===== src/shared/uwb_rx_cca_pkg.sv =====
// Constants, field layouts and state codes for the receive, channel assessment and
// management control block. Assumes a single 100 MHz clock shared with the radio logic.
package uwb_rx_cca_pkg;

	// Clock and header wait.
	localparam int CLK_PERIOD_NS = 10;
	localparam int HDR_TIMEOUT_NS = 20000;
	localparam int HDR_TIMEOUT_CYC = HDR_TIMEOUT_NS / CLK_PERIOD_NS;

	// Attribute values.
	localparam logic [11:0] MAX_PAYLOAD_OCTETS = 12'hfff;
	localparam logic [7:0] OPTIONS_RESET = 8'h00;
	localparam logic [31:0] TIMER_RESET = 32'h0000_0000;

	// Ranging options field positions.
	localparam int OPT_SUPPORTED = 0;
	localparam int OPT_528 = 1;
	localparam int OPT_1056 = 2;
	localparam int OPT_2112 = 3;
	localparam int OPT_4224 = 4;
	localparam int OPT_MID_RANGE = 5;
	localparam int OPT_TOP_RANGE = 6;

	// Header error field positions.
	localparam int HERR_CHANNEL = 2;
	localparam int HERR_RATE = 3;
	localparam int HERR_CHECK = 4;

	// Power state and reset outcome codes.
	typedef enum logic [1:0] {
		PWR_SLEEP = 2'h0,
		PWR_STANDBY = 2'h1,
		PWR_READY = 2'h2
	} power_type;

	typedef enum logic {
		RESET_SUCCESS = 1'h0,
		RESET_FAILED = 1'h1
	} outcome_type;

	// Receive sequencer states.
	typedef enum logic [3:0] {
		RX_IDLE = 4'h1,
		RX_SEARCH = 4'h2,
		RX_HEADER = 4'h4,
		RX_BODY = 4'h8
	} rx_state_type;

endpackage


===== src/rtl/uwb_phy_rx_cca_mgmt.sv =====
// Receive start and end handshakes, channel assessment and management attributes.
// Requests, radio events and confirmations are all on clk_i; requests are one-cycle pulses.
`timescale 1ns/1ps

module uwb_phy_rx_cca_mgmt
	import uwb_rx_cca_pkg::*;
#(
	parameter logic [7:0] RANGING_OPTIONS = 8'h71,
	parameter logic [7:0] RANGING_TOLERANCE = 8'h14,
	parameter int HDR_WAIT_CYC = HDR_TIMEOUT_CYC
) (
	// Clock and reset.
	input wire logic clk_i,
	input wire logic reset_n_i,
	// Receive requests from the access sublayer.
	input wire logic rx_start_req_i,
	input wire logic rx_end_req_i,
	// Receive events from the demodulator.
	input wire logic preamble_sync_i,
	input wire logic header_done_i,
	input wire logic header_check_bad_i,
	input wire logic rate_unsupported_i,
	input wire logic wrong_channel_i,
	input wire logic [11:0] header_length_i,
	input wire logic frame_done_i,
	// Receive answers.
	output logic preamble_search_o,
	output logic rx_start_ind_o,
	output logic rx_start_cnf_o,
	output logic [7:0] header_error_o,
	output logic [11:0] rx_length_o,
	output logic rx_end_ind_o,
	output logic rx_end_cnf_o,
	// Channel assessment.
	input wire logic cca_start_req_i,
	input wire logic cca_end_req_i,
	input wire logic channel_busy_i,
	output logic cca_start_cnf_o,
	output logic cca_end_cnf_o,
	output logic channel_assess_result_o,
	// Management attributes and requests.
	input wire logic power_set_i,
	input wire logic [1:0] power_level_i,
	input wire logic mgmt_reset_req_i,
	input wire logic ranging_start_req_i,
	input wire logic ranging_end_req_i,
	output logic [1:0] phy_power_level_o,
	output logic [11:0] max_payload_octets_o,
	output logic reset_cnf_o,
	output logic phy_reset_outcome_o,
	output logic ranging_start_cnf_o,
	output logic ranging_end_cnf_o,
	output logic [7:0] ranging_capability_options_o,
	output logic [7:0] ranging_clock_tolerance_o,
	output logic [31:0] ranging_timer_value_o
);

	// Reset release through two flip-flops.
	logic rst_meta_q;
	logic rst_n_q;

	always_ff @(posedge clk_i or negedge reset_n_i) begin
		if (!reset_n_i) begin
			rst_meta_q <= 1'b0;
			rst_n_q <= 1'b0;
		end else begin
			rst_meta_q <= 1'b1;
			rst_n_q <= rst_meta_q;
		end
	end

	// Only the thirteen listed option codes are accepted; any other falls back to none.
	function automatic logic opt_valid(input logic [7:0] o);
		opt_valid = 1'b0;
		case (o)
			8'h00, 8'h03, 8'h05, 8'h09, 8'h11, 8'h23, 8'h25, 8'h29, 8'h31,
			8'h63, 8'h65, 8'h69, 8'h71: opt_valid = 1'b1;
			default: opt_valid = 1'b0;
		endcase
	endfunction

	localparam logic [7:0] OPTIONS_USED = opt_valid(RANGING_OPTIONS) ? RANGING_OPTIONS : 8'h00;

	// Timer mask: low bits by clock option, upper ranges by range bits.
	wire logic [31:0] timer_mask;
	assign timer_mask = {{8{OPTIONS_USED[OPT_TOP_RANGE]}}, {6{OPTIONS_USED[OPT_MID_RANGE]}},
		15'h7fff, OPTIONS_USED[OPT_1056] | OPTIONS_USED[OPT_2112] | OPTIONS_USED[OPT_4224],
		OPTIONS_USED[OPT_2112] | OPTIONS_USED[OPT_4224], OPTIONS_USED[OPT_4224]};

	// Soft reset from the management reset request clears the receive sequencer, the assessment and the ranging timer.
	logic soft_rst_q;
	wire logic clear_all;
	assign clear_all = soft_rst_q;

	// Receive sequencer.
	rx_state_type rx_state_q;
	rx_state_type rx_state_d;
	logic [15:0] wait_q;
	wire logic in_wait;
	wire logic timed_out;
	wire logic take_rx_start;
	wire logic take_rx_end;
	wire logic got_sync;
	wire logic got_header;
	assign in_wait = (rx_state_q == RX_SEARCH) || (rx_state_q == RX_HEADER);
	assign timed_out = in_wait && (wait_q == 16'(HDR_WAIT_CYC - 1));
	assign take_rx_start = rx_start_req_i && (rx_state_q == RX_IDLE);
	assign take_rx_end = rx_end_req_i && (rx_state_q == RX_BODY);
	assign got_sync = preamble_sync_i && (rx_state_q == RX_SEARCH);
	assign got_header = header_done_i && (rx_state_q == RX_HEADER) && !timed_out;

	// Next receive state; a timeout confirms with zero length so the partner ends it.
	always_comb begin
		rx_state_d = rx_state_q;
		unique case (rx_state_q)
			RX_IDLE: if (take_rx_start) rx_state_d = RX_SEARCH;
			RX_SEARCH: begin
				if (timed_out) rx_state_d = RX_BODY;
				else if (got_sync) rx_state_d = RX_HEADER;
			end
			RX_HEADER: if (timed_out || got_header) rx_state_d = RX_BODY;
			RX_BODY: if (take_rx_end) rx_state_d = RX_IDLE;
		endcase
	end

	// Header error code assembled from the three checks.
	wire logic [7:0] herr_code;
	assign herr_code = 8'(({7'h0, header_check_bad_i} << HERR_CHECK)
		| ({7'h0, rate_unsupported_i} << HERR_RATE)
		| ({7'h0, wrong_channel_i} << HERR_CHANNEL));

	// Receive state, timers and answers.
	always_ff @(posedge clk_i or negedge rst_n_q) begin
		if (!rst_n_q) begin
			rx_state_q <= RX_IDLE;
			wait_q <= 16'h0000;
			rx_start_ind_o <= 1'b0;
			rx_start_cnf_o <= 1'b0;
			rx_end_ind_o <= 1'b0;
			rx_end_cnf_o <= 1'b0;
			header_error_o <= 8'h00;
			rx_length_o <= 12'h000;
			preamble_search_o <= 1'b0;
		end else begin
			rx_state_q <= clear_all ? RX_IDLE : rx_state_d;
			wait_q <= in_wait && !clear_all ? wait_q + 16'h0001 : 16'h0000;
			rx_start_ind_o <= got_sync && !timed_out && !clear_all;
			rx_start_cnf_o <= (timed_out || got_header) && !clear_all;
			rx_end_ind_o <= frame_done_i && (rx_state_q == RX_BODY) && !clear_all;
			rx_end_cnf_o <= take_rx_end && !clear_all;
			preamble_search_o <= (rx_state_d == RX_SEARCH) && !clear_all;
			if (got_header) begin
				header_error_o <= herr_code;
				rx_length_o <= header_length_i;
			end else if (timed_out || take_rx_start) begin
				header_error_o <= 8'h00;
				rx_length_o <= 12'h000;
			end
		end
	end

	// Channel assessment: status tracks the medium only while running.
	logic cca_run_q;
	wire logic take_cca_start;
	wire logic take_cca_end;
	assign take_cca_start = cca_start_req_i && !cca_run_q;
	assign take_cca_end = cca_end_req_i && cca_run_q;

	always_ff @(posedge clk_i or negedge rst_n_q) begin
		if (!rst_n_q) begin
			cca_run_q <= 1'b0;
			cca_start_cnf_o <= 1'b0;
			cca_end_cnf_o <= 1'b0;
			channel_assess_result_o <= 1'b0;
		end else begin
			cca_run_q <= clear_all ? 1'b0 : (cca_run_q | take_cca_start) & !take_cca_end;
			cca_start_cnf_o <= take_cca_start && !clear_all;
			cca_end_cnf_o <= take_cca_end && !clear_all;
			if (clear_all) channel_assess_result_o <= 1'b0;
			else if ((take_cca_start || cca_run_q) && !take_cca_end)
				channel_assess_result_o <= channel_busy_i;
		end
	end

	// Ranging timer runs while enabled; start captures a masked copy.
	logic rtimer_en_q;
	logic [31:0] rtimer_q;
	wire logic take_rng_start;
	wire logic take_rng_end;
	assign take_rng_start = ranging_start_req_i && !rtimer_en_q && OPTIONS_USED[OPT_SUPPORTED];
	assign take_rng_end = ranging_end_req_i && rtimer_en_q;

	always_ff @(posedge clk_i or negedge rst_n_q) begin
		if (!rst_n_q) begin
			rtimer_en_q <= 1'b0;
			rtimer_q <= TIMER_RESET;
			ranging_timer_value_o <= TIMER_RESET;
			ranging_start_cnf_o <= 1'b0;
			ranging_end_cnf_o <= 1'b0;
		end else begin
			rtimer_en_q <= clear_all ? 1'b0 : (rtimer_en_q | take_rng_start) & !take_rng_end;
			rtimer_q <= clear_all ? TIMER_RESET : (rtimer_en_q ? rtimer_q + 32'h1 : rtimer_q);
			ranging_start_cnf_o <= take_rng_start && !clear_all;
			ranging_end_cnf_o <= take_rng_end && !clear_all;
			if (clear_all) ranging_timer_value_o <= TIMER_RESET;
			else if (take_rng_start) ranging_timer_value_o <= rtimer_q & timer_mask;
		end
	end

	// Management attributes and reset handshake. The soft reset takes one cycle and
	// cannot fail, so the outcome always reads success.
	wire logic power_ok;
	assign power_ok = power_level_i != 2'h3;

	always_ff @(posedge clk_i or negedge rst_n_q) begin
		if (!rst_n_q) begin
			soft_rst_q <= 1'b0;
			reset_cnf_o <= 1'b0;
			phy_reset_outcome_o <= RESET_SUCCESS;
			phy_power_level_o <= PWR_SLEEP;
			max_payload_octets_o <= MAX_PAYLOAD_OCTETS;
			ranging_capability_options_o <= OPTIONS_RESET;
			ranging_clock_tolerance_o <= 8'h00;
		end else begin
			soft_rst_q <= mgmt_reset_req_i && !soft_rst_q;
			reset_cnf_o <= soft_rst_q;
			if (soft_rst_q) phy_reset_outcome_o <= RESET_SUCCESS;
			if (soft_rst_q) phy_power_level_o <= PWR_SLEEP;
			else if (power_set_i && power_ok) phy_power_level_o <= power_level_i;
			max_payload_octets_o <= MAX_PAYLOAD_OCTETS;
			ranging_capability_options_o <= OPTIONS_USED;
			ranging_clock_tolerance_o <= RANGING_TOLERANCE;
		end
	end

	// Age of an open receive start, kept apart from wait_q so that the bound is measured
	// from the accepted request and not from the sequencer's own counter.
	logic cnf_open_q;
	logic [15:0] cnf_age_q;

	always_ff @(posedge clk_i or negedge rst_n_q) begin
		if (!rst_n_q) begin
			cnf_open_q <= 1'b0;
			cnf_age_q <= 16'h0000;
		end else begin
			cnf_open_q <= (take_rx_start || (cnf_open_q && !rx_start_cnf_o)) && !clear_all;
			cnf_age_q <= cnf_open_q ? cnf_age_q + 16'h0001 : 16'h0000;
		end
	end

	// Checks on the answers.
	a_rx_start_cnf: assert property (@(posedge clk_i) disable iff (!rst_n_q)
		(got_header || timed_out) && !clear_all |=> rx_start_cnf_o)
		else $error("receive start confirmation missing after header or timeout");

	a_rx_start_ind: assert property (@(posedge clk_i) disable iff (!rst_n_q)
		rx_start_ind_o |-> $past(rx_state_q) == RX_SEARCH && rx_state_q == RX_HEADER)
		else $error("start indication without preamble synchronization");

	a_rx_wait_bound: assert property (@(posedge clk_i) disable iff (!rst_n_q)
		cnf_open_q |-> cnf_age_q <= 16'(HDR_WAIT_CYC))
		else $error("receive start confirmation later than the header timeout");

	a_rx_end_cnf: assert property (@(posedge clk_i) disable iff (!rst_n_q)
		take_rx_end && !clear_all |=> rx_end_cnf_o && rx_state_q == RX_IDLE)
		else $error("end request not stopped and confirmed");

	a_rx_end_ind: assert property (@(posedge clk_i) disable iff (!rst_n_q)
		rx_end_ind_o |-> $past(frame_done_i))
		else $error("end indication without a complete packet");

	a_cca_follow: assert property (@(posedge clk_i) disable iff (!rst_n_q)
		cca_run_q && !cca_end_req_i && !clear_all |=> channel_assess_result_o == $past(channel_busy_i))
		else $error("channel status not following the medium");

	a_cca_frozen: assert property (@(posedge clk_i) disable iff (!rst_n_q)
		cca_end_cnf_o ##1 !cca_run_q && !cca_start_req_i && !clear_all |-> $stable(channel_assess_result_o))
		else $error("channel status changed after assessment end");

	a_cca_once: assert property (@(posedge clk_i) disable iff (!rst_n_q)
		cca_start_cnf_o |=> !cca_start_cnf_o)
		else $error("second start confirmation without a new request");

	a_timer_mask: assert property (@(posedge clk_i) disable iff (!rst_n_q)
		(ranging_timer_value_o & ~timer_mask) == 32'h0)
		else $error("inactive ranging timer bits not zero");

	a_reset_cnf: assert property (@(posedge clk_i) disable iff (!rst_n_q)
		mgmt_reset_req_i && !soft_rst_q |=> ##1 reset_cnf_o && rx_state_q == RX_IDLE && !cca_run_q)
		else $error("reset not applied and confirmed");

	a_rng_capture: assert property (@(posedge clk_i) disable iff (!rst_n_q)
		take_rng_start && !clear_all |=> ranging_start_cnf_o
			&& ranging_timer_value_o == ($past(rtimer_q) & timer_mask))
		else $error("ranging timer start not captured and confirmed");

	a_payload_fixed: assert property (@(posedge clk_i) disable iff (!rst_n_q)
		max_payload_octets_o == 12'hfff)
		else $error("maximum payload attribute wrong");

	a_rx_cnf_source: assert property (@(posedge clk_i) disable iff (!rst_n_q)
		rx_start_cnf_o |-> $past(got_header || timed_out))
		else $error("receive start confirmation without header or timeout");

	a_rx_end_state: assert property (@(posedge clk_i) disable iff (!rst_n_q)
		rx_end_ind_o |-> $past(rx_state_q) == RX_BODY)
		else $error("end indication outside the frame body");

	a_search_level: assert property (@(posedge clk_i) disable iff (!rst_n_q)
		preamble_search_o |-> rx_state_q == RX_SEARCH)
		else $error("preamble search flag outside the search state");

	a_herr_fields: assert property (@(posedge clk_i) disable iff (!rst_n_q)
		(header_error_o & 8'he3) == 8'h00)
		else $error("header error code uses undefined bits");

	a_cca_start_cnf: assert property (@(posedge clk_i) disable iff (!rst_n_q)
		take_cca_start && !clear_all |=> cca_start_cnf_o
			&& channel_assess_result_o == $past(channel_busy_i))
		else $error("assessment start not stored and confirmed");

	a_cca_end_cnf: assert property (@(posedge clk_i) disable iff (!rst_n_q)
		take_cca_end && !clear_all |=> cca_end_cnf_o && !cca_run_q)
		else $error("assessment end not stopped and confirmed");

	a_power_legal: assert property (@(posedge clk_i) disable iff (!rst_n_q)
		phy_power_level_o != 2'h3)
		else $error("power state holds an undefined code");

	a_options_zero: assert property (@(posedge clk_i) disable iff (!rst_n_q)
		!ranging_capability_options_o[OPT_SUPPORTED] |-> ranging_capability_options_o == 8'h00)
		else $error("ranging options set without support");

	a_rng_end_cnf: assert property (@(posedge clk_i) disable iff (!rst_n_q)
		take_rng_end && !clear_all |=> ranging_end_cnf_o && !rtimer_en_q)
		else $error("ranging timer end not applied and confirmed");

	a_rng_idle: assert property (@(posedge clk_i) disable iff (!rst_n_q)
		!rtimer_en_q && !clear_all |=> $stable(rtimer_q))
		else $error("ranging timer counted while disabled");

	a_reset_outcome: assert property (@(posedge clk_i) disable iff (!rst_n_q)
		reset_cnf_o |-> phy_reset_outcome_o == RESET_SUCCESS)
		else $error("reset confirmation without a success outcome");

endmodule


===== config.mk =====
export PLATFORM = sky130hd
export DESIGN_NAME = uwb_phy_rx_cca_mgmt
export DESIGN_NICKNAME = d
export VERILOG_FILES = /design/src/shared/uwb_rx_cca_pkg.sv /design/src/rtl/uwb_phy_rx_cca_mgmt.sv
export SDC_FILE = /design/constraint.sdc
export NUM_CORES = 1
export LEC_CHECK = 0
export BUFFER_PORTS_ARGS = -buffer_cell sky130_fd_sc_hd__buf_2
export CAP_MARGIN = 15
export CORE_ASPECT_RATIO = 1.2
export CORE_MARGIN = 1
export CORE_UTILIZATION = 30
export CTS_BUF_LIST = sky130_fd_sc_hd__clkbuf_8
export DETAILED_ROUTE_END_ITERATION = 12
export GPL_ROUTABILITY_DRIVEN = 0
export SLEW_MARGIN = 20
export SYNTH_ARGS = -nofsm -noshare
export SYNTH_HDL_FRONTEND = slang
export SYNTH_SLANG_ARGS = --single-unit

===== constraint.sdc =====
create_clock -name clk_i -period 3.93 [get_ports clk_i]
set_input_delay 0.786 -clock clk_i [delete_from_list [all_inputs] [get_ports clk_i]]
set_output_delay 0.786 -clock clk_i [all_outputs]
set_load 0.02 [all_outputs]

==> summary.txt <==
Clocking
  • Clk Tree Root Cell: clkbuf_8
  • Clk sinks: 118
  • Clk slew on worst S/H paths: 70 ps
  • TritonCTS buffer count: 17
  • Clock latency on the worst-skew pair: 430 ps
  • Post_cts resized: 0
  • CTS max path bufs: 2
  • CTS H-tree lvls: 4
  • CTS tree: done
  • Postcts setup bufs: 0
  • Post-CTS Hold Buffers: 0

Logic synthesis
  • Synth area leaders: dfrtp_1 (54%), a22o_1 (7.8%), buf_4 (4.7%), xnor2_1 (4.5%), nor2_1 (4.0%)
  • Synth Area per Inst: 11.2 um^2
  • Cells after synthesis: 482
  • Post-synthesis cell area: 5400 um^2
  • Netlist cell types: 49
  • Yosys warns: 0
  • Cell taking the most area after synthesis: dfrtp_1
  • Top cell type's share of synthesized area: 54.2%
  • Synth Register Bits: 118
  • Seq/Total Area, Yosys: 54.7%

Worst setup path
  • Reg2Reg Capture Point: rx_length_o[7]$_DFFE_PN0P_
  • Reg2Reg Depth: 6
  • Worst reg2reg path startpoint: wait_q[0]$_DFF_PN0_
  • Crit path launch type: flop
  • Critical path fanouts, max: 15
  • Crit Path Category: reg -> reg
  • Reg2reg setup slack: 1920 ps
  • Worst Setup End Kind: flop
  • WP data required: 4290 ps
  • Worst EP arrival: 2370 ps

STA
  • Clock skew: 15.4 ps
  • PnR worst setup slack: 1920 ps
  • Fin. max-slew vios: 0
  • Fin crit period: 2010 ps
  • Tightest Pin Transition: 700 ps
  • Post-route clock period utilization: 51.1%
  • Final setup TNS: 0 ps
  • Normalized max-slew margin: 53.3%
  • Fin. Hold Viols: 0
  • # setup viols final: 0
  • Min Hold Slack: 138 ps
  • Unrepaired setup endpoints after global routing: false
  • Fmax: 498 MHz

Power and ir drop
  • Maximum VDD drop: 0.000203 V
  • Lkg Pwr: 3.02 nW
  • Power Density: 438 nW/um^2

Placement
  • Post-DP HPWL: 7550 um
  • Area after DPL: 5930 um^2
  • Setup WS pre-CTS: 1930 ps
  • Input/output buffers: 96

Floorplan
  • Die height: 149 um
  • Core area: 17600 um^2
  • Row count: 53
  • Initial Util: 30.7%
  • Die X: 124 um
  • I/O pin count: 125
  • Die ar.: 18500 um^2

Global routing
  • Initial antenna violation count: 0
  • Largest net degree at the start of global routing: 54
  • Global route total overflow: 0
  • Number of global-route vias before repair: 3835
  • First-pass GRT wire length: 19100 um
  • Total GRT Usage: 12.8%

Routing
  • DR vias: 3812
  • Final wirelength: 11200 um
  • DR pass1 iterations: 4
  • Remaining DRCs: 0
  • Via density: 4.74
  • Routed Antenna Nets: 0
  • WL/cell: 13.9 um
  • DR iter-0 viols: 208

Layout
  • Final #Nets: 604
  • Design Area, Final: 6310 um^2
  • ANT cells: 0
  • Layout cells sized above 1: 28.3%
  • P&R area growth vs syn: 16.8%

Flow run
  • Max-Cap Viols: 0

Min path
  • Worst hold path class: in -> async

Run status
  • Status: completed
-- placed cells by master, fill, tap and decap left out, types with 2 or more instances in the layout --
master	count
clkinvlp_4	3
dfrtp_1	115
nor2_1	58
and3_1	6
nand3b_1	4
nor2b_1	4
nor3b_1	2
buf_4	5
and4_1	4
clkinv_4	5
nand2_1	18
a22o_1	48
and4_4	2
nor4_1	3
clkbuf_8	17
ha_1	2
a21oi_1	15
nor4_2	4
xnor2_1	28
xor2_1	11
or3_1	7
nand4b_1	2
nand4_1	4
nand3_1	15
mux2i_1	2
conb_1	30
nor3_1	8
nand4_4	3
buf_2	96
o21ai_0	10
inv_1	12
inv_6	5
nor3_2	13
-- cells by family after synthesis --
logic type | after synthesis | synth area share (%)
xor+xnor | 39 | 6.33
fa+ha+maj | 2 | 0.463
other cells | 2 | 0.139
simple gates | 165 | 18.3
buf+inv | 71 | 7.97
mux | 2 | 0.371
flops | 118 | 54.7
compound gates | 83 | 11.7
-- cells in the mapped netlist, drive strengths merged --
master,count
clkbuf,13
xor2,11
nand4,7
nor2b,4
dfrtp,117
ha,2
o21ai,10
nand2,19
buf,46
nor4,7
mux2i,2
nand3,15
nor3,21
and2,1
nand4b,2
and3b,1
and4,6
a21boi,1
o211ai,1
nand2b,1
nor4b,1
a21oi,17
o211a,1
nor3b,4
or3,7
xnor2,28
dfstp,1
inv,12
a22o,48
o21bai,1
o31ai,1
nor2,59
a21o,1
a211oi,1
o32a,1
and3,6
nand3b,4
conb,2
-- stage by stage --
stage	cells	util (%)	total power, W
3_5_place_dp	772	33.7	0.00173
6_report	804	35.9	0.00276
5_1_grt	804	35.9	0.00290
4_1_cts	804	35.9	0.00280
3_3_place_gp	772	33.7	0.00172
2_1_floorplan	510	-	0.00164
-- flip-flops by register name (all words and copies together), names as in the netlist, 2 cells and up --
register and cells:
rx_length_o 12, wait_q 16, ranging_timer_value_o 32, header_error_o 3, rtimer_q 32, phy_power_level_o 2
rx_state_q 4
-- critical path, stage by stage, from the launching register on --
cell and delay (ps):
dfrtp_1 420, ha_1 260, nand3_1 150, nor4_2 60, and3b_1 300, nor2_2 540
a22o_1 220
-- how the worst max path moves through the flow --
| stage | cells after the start | end | startpoint | slack [ps] |
|---|---|---|---|---|
| 2_1_floorplan | 0 | cca_end_cnf_o$_DFF_PN0_ | rst_n_q$_DFF_PN0_ | 400 |
| 3_3_place_gp | 5 | rx_length_o[9]$_DFFE_PN0P_ | header_done_i | 2030 |
| 3_5_place_dp | 6 | rx_length_o[11]$_DFFE_PN0P_ | wait_q[0]$_DFF_PN0_ | 1930 |
| 4_1_cts | 6 | rx_length_o[5]$_DFFE_PN0P_ | wait_q[0]$_DFF_PN0_ | 1910 |
| 5_1_grt | 6 | rx_length_o[5]$_DFFE_PN0P_ | wait_q[0]$_DFF_PN0_ | 1750 |
| 6_report | 6 | rx_length_o[7]$_DFFE_PN0P_ | wait_q[0]$_DFF_PN0_ | 1920 |
-- per-layer routing --
layer	part of all wire, %	global-route usage [%]	vias to the layer above
li1	-	-	1800
met1	45	16.2	1895
met2	47	20.6	109
met3	6.0	4.27	8
met4	1.1	4.52	0
met5	0	0	-
-- power breakdown --
part           switching (W)  internal, W  total [W]
registers          0.0000798      0.00128    0.00136
clock network       0.000540     0.000512    0.00105
logic               0.000231     0.000121   0.000352
-- cell type report --
class / count / area [um^2]
sequential: 118 / 2960
clock buffer: 17 / 234
fill: 1736 / 11300
multi-input combinational: 321 / 2130
inverter: 12 / 45.0
timing repair buffer: 101 / 518
clock inverter: 15 / 145
tap: 220 / 275
No activity file was read; power rests on OpenSTA's default activity.
